<file path="config.mk">
export PLATFORM = sky130hd
export DESIGN_NAME = spm_status_mux
export DESIGN_NICKNAME = d
export VERILOG_FILES = /design/src/common/spm_pkg.sv /design/src/verilog/spm_toggle_div.sv /design/src/verilog/spm_rate_div.sv /design/src/verilog/spm_status_mux.sv
export SDC_FILE = /design/constraint.sdc
export NUM_CORES = 1
export LEC_CHECK = 0
export CELL_PAD_IN_SITES_DETAIL_PLACEMENT = 1
export CELL_PAD_IN_SITES_GLOBAL_PLACEMENT = 1
export CORE_MARGIN = 2
export CORE_UTILIZATION = 28
export DETAILED_ROUTE_END_ITERATION = 12
export DONT_BUFFER_PORTS = 1
export GPL_TIMING_DRIVEN = 0
export PLACE_DENSITY_LB_ADDON = 0.1
export REMOVE_ABC_BUFFERS = 1
export SLEW_MARGIN = 25
export SYNTH_ARGS = -nofsm -noshare
export SYNTH_HDL_FRONTEND = slang
export SYNTH_SLANG_ARGS = --single-unit
</file>
<file path="constraint.sdc">
create_clock -name sys_clk -period 3.1 [get_ports sys_clk]
set_input_delay 0.62 -clock sys_clk [delete_from_list [all_inputs] [get_ports sys_clk]]
set_output_delay 0.62 -clock sys_clk [all_outputs]
set_load 0.02 [all_outputs]
</file>
<file path="src/common/spm_pkg.sv">
package spm_pkg;
	// ----------------------------------------
	// Register map (printed offsets are indices)
	// ----------------------------------------
	localparam logic [11:0] MON_ZERO_SELECT_IDX = 12'h230;
	localparam logic [11:0] MON_ONE_SELECT_IDX = 12'h231;
	localparam logic [11:0] MON_PIN_CONTROL_IDX = 12'h232;
	localparam logic [7:0] SELECT_RESET = 8'h00;
	localparam logic [7:0] PIN_CONTROL_RESET = 8'h00;
	localparam int SEL_W = 6;
	localparam int CTL_SYNC_BIT = 0;
	localparam int CTL_DIV0_BIT = 2;
	localparam int CTL_DIV1_BIT = 3;
	localparam int CTL_NVM_BIT = 4;
	localparam logic [7:0] CTL_WRITE_MASK = 8'h1d;
	// ----------------------------------------
	// Selection codes
	// ----------------------------------------
	localparam logic [5:0] SEL_GND = 6'h00;
	localparam logic [5:0] SEL_BOTH_LOCK = 6'h01;
	localparam logic [5:0] SEL_LOOP1_LOCK = 6'h02;
	localparam logic [5:0] SEL_LOOP2_LOCK = 6'h03;
	localparam logic [5:0] SEL_REFS_GONE = 6'h04;
	localparam logic [5:0] SEL_REFS_GONE_L2 = 6'h05;
	localparam logic [5:0] SEL_REFERENCE_B_CHOSEN = 6'h06;
	localparam logic [5:0] SEL_REFERENCE_A_OK = 6'h07;
	localparam logic [5:0] SEL_REFERENCE_B_OK = 6'h08;
	localparam logic [5:0] SEL_TEST_OK = 6'h09;
	localparam logic [5:0] SEL_OSC_OK = 6'h0a;
	localparam logic [5:0] SEL_L1FB_OK = 6'h0b;
	localparam logic [5:0] SEL_L2REF_OK = 6'h0c;
	localparam logic [5:0] SEL_RESV13 = 6'h0d;
	localparam logic [5:0] SEL_AB_OK = 6'h0e;
	localparam logic [5:0] SEL_ALL_OK = 6'h0f;
	localparam logic [5:0] SEL_DYN_BASE = 6'h10;
	localparam logic [5:0] SEL_LAST_VALID = 6'h17;
	localparam int MON_DIV_HALF = 4;
endpackage : spm_pkg

</file>
<file path="src/verilog/spm_toggle_div.sv">
`timescale 1ns/10ps
`default_nettype none
module spm_toggle_div (
	input wire logic sys_clk,
	input wire logic rst_n,
	input wire logic hold,
	input wire logic din,
	output logic dout
);
	logic prev;
	always_ff @(posedge sys_clk) begin
		if (!rst_n || hold) begin
			prev <= 1'b0;
			dout <= 1'b0;
		end else begin
			prev <= din;
			if (din && !prev) begin
				dout <= ~dout;
			end
		end
	end
endmodule : spm_toggle_div
`default_nettype wire

</file>
<file path="src/verilog/spm_rate_div.sv">
`timescale 1ns/10ps
`default_nettype none
module spm_rate_div #(
	parameter int HALF = 4
) (
	input wire logic sys_clk,
	input wire logic rst_n,
	input wire logic enable,
	input wire logic hold,
	input wire logic din,
	output logic dout
);
	// ----------------------------------------
	// Edge counting divider, output toggles every HALF rising edges
	// ----------------------------------------
	logic prev;
	logic [7:0] count;
	wire logic rise = din && !prev;
	wire logic wrap = (count == 8'(HALF - 1));
	always_ff @(posedge sys_clk) begin
		if (!rst_n || hold || !enable) begin
			prev <= 1'b0;
			count <= 8'h00;
			dout <= 1'b0;
		end else begin
			prev <= din;
			if (rise) begin
				count <= wrap ? 8'h00 : count + 8'h01;
				if (wrap) begin
					dout <= ~dout;
				end
			end
		end
	end
endmodule : spm_rate_div
`default_nettype wire

</file>
<file path="src/verilog/spm_status_mux.sv">
`timescale 1ns/10ps
`default_nettype none
module spm_status_mux (
	input wire logic sys_clk,
	input wire logic rst_n,
	input wire logic psel,
	input wire logic penable,
	input wire logic pwrite,
	input wire logic [13:0] paddr,
	input wire logic [31:0] pwdata,
	output logic [31:0] prdata,
	output logic pready,
	output logic pslverr,
	input wire logic loopOneLocked,
	input wire logic loopTwoLocked,
	input wire logic referenceAOk,
	input wire logic referenceBOk,
	input wire logic testReferenceOk,
	input wire logic oscillatorOk,
	input wire logic loopOneFeedbackOk,
	input wire logic loopTwoReferenceOk,
	input wire logic referenceBSelected,
	input wire logic loopOneFeedbackClk,
	input wire logic loopOneDownPulse,
	input wire logic loopOneReferenceClk,
	input wire logic loopOneUpPulse,
	input wire logic loopTwoFeedbackClk,
	input wire logic loopTwoDownPulse,
	input wire logic loopTwoReferenceClk,
	input wire logic loopTwoUpPulse,
	input wire logic nvmTransferBusy,
	input wire logic syncPin_n,
	output logic dividerSyncHold,
	output logic monitorPinZero,
	output logic monitorPinOne
);
	import spm_pkg::*;

	// ----------------------------------------
	// Registers and APB slave
	// ----------------------------------------
	logic [7:0] monitorZeroSelect;
	logic [7:0] monitorOneSelect;
	logic [7:0] monitorPinControl;
	wire logic [11:0] regIndex = paddr[13:2];
	wire logic hitZero = (regIndex == MON_ZERO_SELECT_IDX);
	wire logic hitOne = (regIndex == MON_ONE_SELECT_IDX);
	wire logic hitCtl = (regIndex == MON_PIN_CONTROL_IDX);
	wire logic hitAny = hitZero || hitOne || hitCtl;
	wire logic accessPhase = psel && penable;
	wire logic writeStrobe = accessPhase && pwrite && hitAny && (paddr[1:0] == 2'b00);
	wire logic [7:0] readByte = hitZero ? monitorZeroSelect :
		hitOne ? monitorOneSelect :
		hitCtl ? monitorPinControl : 8'h00;

	// Zero-wait slave; unmapped or misaligned addresses answer with an error
	assign pready = 1'b1;
	assign pslverr = accessPhase && (!hitAny || (paddr[1:0] != 2'b00));

	always_ff @(posedge sys_clk) begin
		if (!rst_n) begin
			monitorZeroSelect <= SELECT_RESET;
			monitorOneSelect <= SELECT_RESET;
			monitorPinControl <= PIN_CONTROL_RESET;
		end else if (writeStrobe) begin
			if (hitZero) begin
				monitorZeroSelect <= {2'b00, pwdata[SEL_W-1:0]};
			end
			if (hitOne) begin
				monitorOneSelect <= {2'b00, pwdata[SEL_W-1:0]};
			end
			if (hitCtl) begin
				monitorPinControl <= pwdata[7:0] & CTL_WRITE_MASK;
			end
		end
	end

	always_ff @(posedge sys_clk) begin
		if (!rst_n) begin
			prdata <= 32'h0000_0000;
		end else if (psel && !penable && !pwrite) begin
			prdata <= {24'h00_0000, readByte};
		end
	end

	// ----------------------------------------
	// Divider hold
	// ----------------------------------------
	// Register bit acts like the sync pin pulled low
	wire logic ctlSync = monitorPinControl[CTL_SYNC_BIT];
	assign dividerSyncHold = ctlSync || !syncPin_n;

	// ----------------------------------------
	// Static status sources
	// ----------------------------------------
	wire logic bothRefsGone = !referenceAOk && !referenceBOk;
	wire logic [15:0] staticSrc = {
		// Clock flags only; lock states are not clocks and stay out of this term
		referenceAOk && referenceBOk && oscillatorOk && loopOneFeedbackOk && loopTwoReferenceOk,
		referenceAOk && referenceBOk,
		1'b0,
		loopTwoReferenceOk,
		loopOneFeedbackOk,
		oscillatorOk,
		testReferenceOk,
		referenceBOk,
		referenceAOk,
		referenceBSelected,
		bothRefsGone && loopTwoLocked,
		bothRefsGone,
		loopTwoLocked,
		loopOneLocked,
		loopOneLocked && loopTwoLocked,
		1'b0
	};

	// Halved dynamic sources: index 0-3 loop one, 4-7 loop two
	wire logic [7:0] dynRaw = {loopTwoUpPulse, loopTwoReferenceClk, loopTwoDownPulse, loopTwoFeedbackClk,
		loopOneUpPulse, loopOneReferenceClk, loopOneDownPulse, loopOneFeedbackClk};
	logic [7:0] dynHalf;
	genvar gi;
	generate
		for (gi = 0; gi < 8; gi++) begin : g_half
			spm_toggle_div u_half (
				.sys_clk(sys_clk),
				.rst_n(rst_n),
				.hold(dividerSyncHold),
				.din(dynRaw[gi]),
				.dout(dynHalf[gi])
			);
		end
	endgenerate

	// ----------------------------------------
	// Pin one selection
	// ----------------------------------------
	wire logic [5:0] selOne = monitorOneSelect[5:0];
	wire logic oneStatic = (selOne < SEL_DYN_BASE);
	wire logic oneDyn = (selOne >= 6'h14) && (selOne <= SEL_LAST_VALID);
	wire logic [1:0] oneDynIdx = selOne[1:0];
	// Codes 16-19 and above 23 fall to ground, as does 13 via the table
	wire logic muxOne = oneStatic ? staticSrc[selOne[3:0]] :
		oneDyn ? dynHalf[{1'b1, oneDynIdx}] : 1'b0;

	// ----------------------------------------
	// Pin zero selection
	// ----------------------------------------
	wire logic [5:0] selZero = monitorZeroSelect[5:0];
	wire logic zeroStatic = (selZero < SEL_DYN_BASE);
	wire logic zeroDyn = (selZero >= SEL_DYN_BASE) && (selZero < 6'h14);
	wire logic muxZero = zeroStatic ? staticSrc[selZero[3:0]] :
		zeroDyn ? dynHalf[{1'b0, selZero[1:0]}] : 1'b0;

	// ----------------------------------------
	// Optional rate dividers
	// ----------------------------------------
	// Static codes would just hold the divider still; software keeps them apart
	wire logic divOneOn = monitorPinControl[CTL_DIV1_BIT];
	wire logic divZeroOn = monitorPinControl[CTL_DIV0_BIT];
	logic divOneOut;
	logic divZeroOut;
	spm_rate_div #(.HALF(MON_DIV_HALF)) u_div_one (
		.sys_clk(sys_clk),
		.rst_n(rst_n),
		.enable(divOneOn),
		.hold(dividerSyncHold),
		.din(muxOne),
		.dout(divOneOut)
	);
	spm_rate_div #(.HALF(MON_DIV_HALF)) u_div_zero (
		.sys_clk(sys_clk),
		.rst_n(rst_n),
		.enable(divZeroOn),
		.hold(dividerSyncHold),
		.din(muxZero),
		.dout(divZeroOut)
	);

	wire logic nvmOnZero = monitorPinControl[CTL_NVM_BIT];
	wire logic next_pinOne = divOneOn ? divOneOut : muxOne;
	wire logic next_pinZero = nvmOnZero ? nvmTransferBusy :
		divZeroOn ? divZeroOut : muxZero;

	always_ff @(posedge sys_clk) begin
		if (!rst_n) begin
			monitorPinOne <= 1'b0;
			monitorPinZero <= 1'b0;
		end else begin
			monitorPinOne <= next_pinOne;
			monitorPinZero <= next_pinZero;
		end
	end

	// ----------------------------------------
	// Checks
	// ----------------------------------------
	chk_gnd_code: assert property (@(posedge sys_clk) disable iff (!rst_n)
		(selOne == SEL_GND && !divOneOn) |=> !monitorPinOne)
		else $error("pin one not grounded for code zero");
	chk_lock_both: assert property (@(posedge sys_clk) disable iff (!rst_n)
		(selOne == SEL_BOTH_LOCK && !divOneOn) |=> monitorPinOne == $past(loopOneLocked && loopTwoLocked))
		else $error("both-locked code wrong");
	chk_refs_gone: assert property (@(posedge sys_clk) disable iff (!rst_n)
		(selOne == SEL_REFS_GONE_L2 && !divOneOn) |=> monitorPinOne == $past(bothRefsGone && loopTwoLocked))
		else $error("refs gone with lock wrong");
	chk_osc_ok: assert property (@(posedge sys_clk) disable iff (!rst_n)
		(selOne == SEL_OSC_OK && !divOneOn) |=> monitorPinOne == $past(oscillatorOk))
		else $error("oscillator flag wrong");
	chk_reserved_low: assert property (@(posedge sys_clk) disable iff (!rst_n)
		((selOne == SEL_RESV13 || selOne > SEL_LAST_VALID) && !divOneOn) |=> !monitorPinOne)
		else $error("reserved code not low");
	chk_nvm_route: assert property (@(posedge sys_clk) disable iff (!rst_n)
		nvmOnZero |=> monitorPinZero == $past(nvmTransferBusy))
		else $error("nvm busy not routed");
	chk_sync_hold: assert property (@(posedge sys_clk) disable iff (!rst_n)
		(ctlSync && divOneOn) [*3] |-> !monitorPinOne)
		else $error("divider not held in sync");
	chk_upper_zero: assert property (@(posedge sys_clk) disable iff (!rst_n)
		monitorOneSelect[7:6] == 2'b00 && monitorZeroSelect[7:6] == 2'b00)
		else $error("reserved select bits set");
	chk_ground_band: assert property (@(posedge sys_clk) disable iff (!rst_n)
		(selOne >= SEL_DYN_BASE && selOne < 6'h14 && !divOneOn) |=> !monitorPinOne)
		else $error("codes 16-19 not ground");
endmodule : spm_status_mux
`default_nettype wire

</file>
* Word-level counts from Yosys, hierarchy flattened
Cells that the tools add are included.
** Storage, ports and cells
- Flip-flop bits (word level) :: 62
- Input bits :: 70
- Word-level logic and storage cells :: 134
** Cells by class
- Equality and inequality tests :: 5
- Magnitude comparators :: 10
- Mux-type cells :: 20
- Add/sub/neg operators :: 2
- Bitwise gates (word level) :: 10
- Reduce and logical (&&, ||, !) cells :: 59
** Operator list (number)
- == test 12 x 10 -> 1 bit, second input constant :: 3
- logical AND 1 bit :: 26
- zero test 1 bit :: 19
- < comparator 6 x 5 -> 1 bit, second input constant :: 3
- adder 8 x 1 -> 8 bit, second input constant :: 2
- == test 8 x 2 -> 1 bit, second input constant :: 2
- 2-to-1 mux 8 bit :: 2
- greater-or-equal comparator 6 x 5 -> 1 bit, second input constant :: 2
- 2-to-1 mux 6 bit :: 2
- 2-to-1 mux 1 bit :: 11
- < comparator 4 x 5 -> 1 bit, second input constant :: 2
- inverter 1 bit :: 10
- AND reduction 2 bit :: 5
- binary-select mux 1 bit (select 4 bit) :: 2
- logical OR 1 bit :: 7
- less-or-equal comparator 6 x 5 -> 1 bit, second input constant :: 1
- 2-to-1 mux 5 bit :: 1
- binary-select mux 1 bit (select 2 bit) :: 2
- < comparator 2 x 4 -> 1 bit, second input constant :: 1
- < comparator 3 x 4 -> 1 bit, second input constant :: 1
- zero test 2 bit :: 1
- nonzero test 2 bit :: 1

* Logic depth before layout (Yosys ltp)
- Depth in word-level cells :: 9
- Depth in mapped cells :: 8

* By module
From an unflattened synthesis, not the netlist that was laid out.
** Second synthesis, totals
- Cell total of the unflattened synthesis :: 352
- Area, all modules :: 3348.2 um2
** Modules (own cells, without submodules)
- spm_status_mux :: area an instance 1736.7 um2, instances 1, cells each 198
- spm_rate_div :: area an instance 465.4 um2, instances 2, cells each 53
- spm_toggle_div :: area an instance 85.1 um2, instances 8, cells each 6

* Worst setup path after synthesis
Ideal clock, no wire load.
- Kind :: input to register
- Start point :: input port paddr[13]
- End point :: register monitorPinControl[0]
- Arrival :: 2220 ps
- Required time :: 2972 ps
- Slack :: 752 ps
- Buffers on the path :: 0
- Setup time :: 128 ps
- Stages on the path :: 6
- Path through :: or4b_1 > nor4_4 > nand3_2 > nor3b_4 > mux2i_1 > nor2_1
** On the way
- Cells in the longest elaborated chain, start to end :: 6
** RTL lines
- start, declared :: RTL line spm_status_mux.sv:9 : input wire logic [13:0] paddr,
- == test 12 x 10 -> 1 bit, on equally long branches :: RTL line spm_status_mux.sv:46, spm_status_mux.sv:47
- logical OR 1 bit (2 in a row) :: RTL line spm_status_mux.sv:49 : wire logic hitAny = hitZero || hitOne || hitCtl;
- logical AND 1 bit (2 in a row) :: RTL line spm_status_mux.sv:51 : wire logic writeStrobe = accessPhase && pwrite && hitAny && (paddr[1:0] == 2'b00);
- AND reduction 2 bit (no source line) *
- end signal, assigned :: RTL line spm_status_mux.sv:73 : monitorPinControl <= pwdata[7:0] & CTL_WRITE_MASK;
- end, declared :: RTL line spm_status_mux.sv:44 : logic [7:0] monitorPinControl;
Every way passes the cells marked *; elsewhere a longest branch is shown, timed or not.
A chain may end at the register's enable or synchronous reset.

* Final worst setup path
- Start point :: input port paddr[13]
- End point :: register monitorOneSelect[4]
** On the way
- Cells in the longest elaborated chain, start to end :: 6
** RTL lines
- == test 12 x 10 -> 1 bit, on equally long branches :: RTL line spm_status_mux.sv:46, spm_status_mux.sv:47
- logical OR 1 bit (2 in a row) :: RTL line spm_status_mux.sv:49
- logical AND 1 bit (2 in a row) :: RTL line spm_status_mux.sv:51
- AND reduction 2 bit (no source line) *
- end signal, assigned :: RTL line spm_status_mux.sv:70 : monitorOneSelect <= {2'b00, pwdata[SEL_W-1:0]};
- end, declared :: RTL line spm_status_mux.sv:43 : logic [7:0] monitorOneSelect;
Marks and branches as above.

==> impl_metrics.tcl <==
set metrics [dict create \
    numCtsBuffers 9 \
    coreArea_sq_um 11300 \
    fmax_mhz 383 \
    vdd_ir_drop_max_v 0.000262 \
    fill_cells 1305 \
    p_comb_share_pct 4.2 \
    ys_seq_area_share_pct 37.5 \
    grt_util_all_layers_pct 13.8 \
    die_area_sq_um 12300 \
    h-tree-depth 3 \
    synth_top_cell_area_share_pct 37.5 \
    finalClockSkew_ps 6.77 \
    path_clk_slew_ps 50 \
    wl_per_cell_um 15.6 \
    tightest_slew_ps 848 \
    period_share_pct 84.2 \
    die_h_um 111 \
    n_antenna_cell 0 \
    cp_num_buf_inv 0 \
    required_ps 3290 \
    synthTopCellsByArea "dfxtp_1 38%, buf_4 6.6%, mux2i_1 6.6%" \
    arrival_ps 2800 \
    drt_iter0_drc 134 \
    grt_max_degree 26 \
    cts_buffer_depth 2 \
    met3_usage_pct 5.80 \
    post_cts_buffers 0 \
    cellLeakagePower_uw 0.00124 \
    min_period_ps 2610 \
    drt_wl_total_mm 7.89 \
    critPathKind "in -> reg" \
    busiest_layer "met2" \
    grt.met2_usage_pct 20.9 \
    worstPathCellList "or4b_1 -> nor4_4 -> nand3_2 -> nor2b_1 -> mux2i_1 -> nor2_1" \
    hold_buffers 0 \
    hold_path_class "in -> reg" \
    cap_violations 0 \
    synth_edf_count 0 \
    drc 0 \
    start_kind "input port" \
    root_buffer "clkbuf_16" \
    crit_family "simple AND/OR/NAND/NOR gates" \
    gr-usage-met1_pct 17.4 \
    syn_area_sq_um 3200 \
    synth-async-reset-ratio_pct 0 \
    place.gp.congestion 0.753 \
    ioPinCount 107 \
    rsz0062_at_grt "false" \
    portBuffers 0 \
    grt_pass1_wl_mm 13.3 \
    pwr-share-seq_pct 40.7 \
    ctsResizeCount 0 \
    hold_slack_ps 404 \
    layout-drive-gt1-share_pct 9.12 \
    status "complete, no violations" \
    slowest_delay_ps 720 \
    slew_headroom_pct 43.2 \
    intPower_uw 1500 \
    clockPowerShare_pct 55.0 \
    synthFlopType "dfxtp_1" \
    std_cell_rows 39 \
    tns_ps 0 \
    layout.nets 430 \
    final_util_pct 31.1 \
    grt_remaining_overflow 0 \
    finalSetupViolCount 0 \
    power.density_nw_per_um2 551 \
    yosys.cell_types.count 55 \
    antenna_found_initial 0 \
    syn_area_per_cell_sq_um 8.80 \
    syn2layout_area_growth_pct 9.49 \
    cts_sinks 60 \
    switching_share_pct 22.1 \
    finalHoldViolations 0 \
    critPathCaptureType "flop" \
    final_max_slew_viol_count 0 \
    firstDrtPassIters 4 \
    die_w_um 111 \
    crit_path_max_fanout 7 \
    cpMaxStageDelayCell "nor2b_1" \
    clk-insertion-delay-late_ps 340 \
    yosys_warnings 0 \
    yosys.area.top_type "dfxtp_1" \
    ys_ff_latch 60 \
    power_switching_uw 427 \
    viasPerCell 4.90 \
    initial_core_util_pct 28.4 \
    netlist_instances 364 \
    ant_nets 0 \
    place_hpwl_mm 5.86 \
    cts_tree "yes" \
    grt_pass1_vias 2552 \
    num_vias 2474 \
]
==> through the flow <==
stage / setup WS [ps] / cell area [sq um] / total power [uW] / instances
final: 489 / 3510 / 1930 / 505
after global routing: 269 / 3510 / 2020 / 505
after CTS: 444 / 3510 / 1970 / 505
after detailed placement: 94.3 / 3200 / 886 / 490
after global placement: 94.9 / 3200 / 884 / 490
after floorplan: 562 / 3020 / 874 / 347
==> final timing paths <==
path / startpoint / to / slack [ps] / depth (start not counted)
max: paddr[13] / monitorOneSelect[4] / 490 / 6
min: loopTwoUpPulse / g_half[7].u_half.prev / 400 / 1
max reg2reg: monitorZeroSelect[0] / u_div_zero.count[1] / 560 / 6
min reg2reg: u_div_one.count[1] / u_div_one.count[1] / 490 / 2
==> layout by cell type, fill, tap and decap left out, drive strengths merged, types with 6 or more instances in the layout <==
cell	count
nor2	36
or3	6
clkbuf	10
nor3	8
or4	6
nand3	15
o21ai	13
and3	9
xnor2	8
nand2	28
nor2b	15
dfxtp	60
and2	10
mux2i	21
a21oi	30
conb	27
==> cells in the mapped netlist, drive strengths merged, types with 8 or more instances <==
cell type   n
buf        33
and3        9
mux2i      21
dfxtp      60
o21ai      13
nor3        8
clkbuf      9
a21oi      30
nand2      28
and2       10
nand3      15
xnor2       8
nor2       36
nor2b      15
==> final cells by class <==
| type | count | area [sq um] | area share (%) |
|---|---|---|---|
| clock inverters | 5 | 77.6 | 2.21 |
| multi-input cells | 283 | 1810 | 51.5 |
| clock buffers | 10 | 229 | 6.53 |
| well taps | 143 | 179 | 5.10 |
| inverters | 4 | 15.0 | 0.428 |
| flip-flops and latches | 60 | 1200 | 34.2 |
==> power groups by stage <==
stage          clock network, uW  logic (uW)  registers (uW)
3_5_place_dp                   0        82.7             803
3_3_place_gp                   0        81.6             803
2_1_floorplan                  0        73.0             801
6_report                    1060        81.8             786
4_1_cts                     1100        82.6             786
5_1_grt                     1140        90.3             787
==> cells by family (layout without fill, tap and decap cells) <==
| kind of cell | count (synthesis) | in the layout | share of synthesized area (%) |
|---|---|---|---|
| buf+inv | 46 | 19 | 9.06 |
| xor+xnor | 8 | 8 | 2.19 |
| mux | 28 | 28 | 10.5 |
| other cells | 2 | 27 | 0.234 |
| compound gates | 63 | 63 | 12.4 |
| fa+ha+maj | 2 | 2 | 0.781 |
| simple gates | 155 | 155 | 27.3 |
| flops | 60 | 60 | 37.5 |
==> registers in the layout, summed over array words and instances (netlist names) <==
register,flops
u_div_zero.prev,1
u_div_one.count,8
monitorPinOne,1
monitorZeroSelect,6
g_half.u_half.dout,8
monitorOneSelect,6
u_div_zero.count,8
prdata,6
u_div_zero.dout,1
u_div_one.dout,1
u_div_one.prev,1
monitorPinControl,4
monitorPinZero,1
g_half.u_half.prev,8
==> worst register-to-register path, stage by stage (launching register included) <==
cell and delay, ps:
dfxtp_1 580, mux4_2 550, and2b_1 180, nor4b_2 360, o41a_4 290, o21ai_0 310, a21oi_1 210
==> per-layer routing <==
metal / vias up / wire (um)
met5: - / 0
met4: 0 / 136
met3: 10 / 537
met2: 62 / 3530
met1: 1174 / 3690
li1: 1228 / -
(Power assumes the default switching activity.)
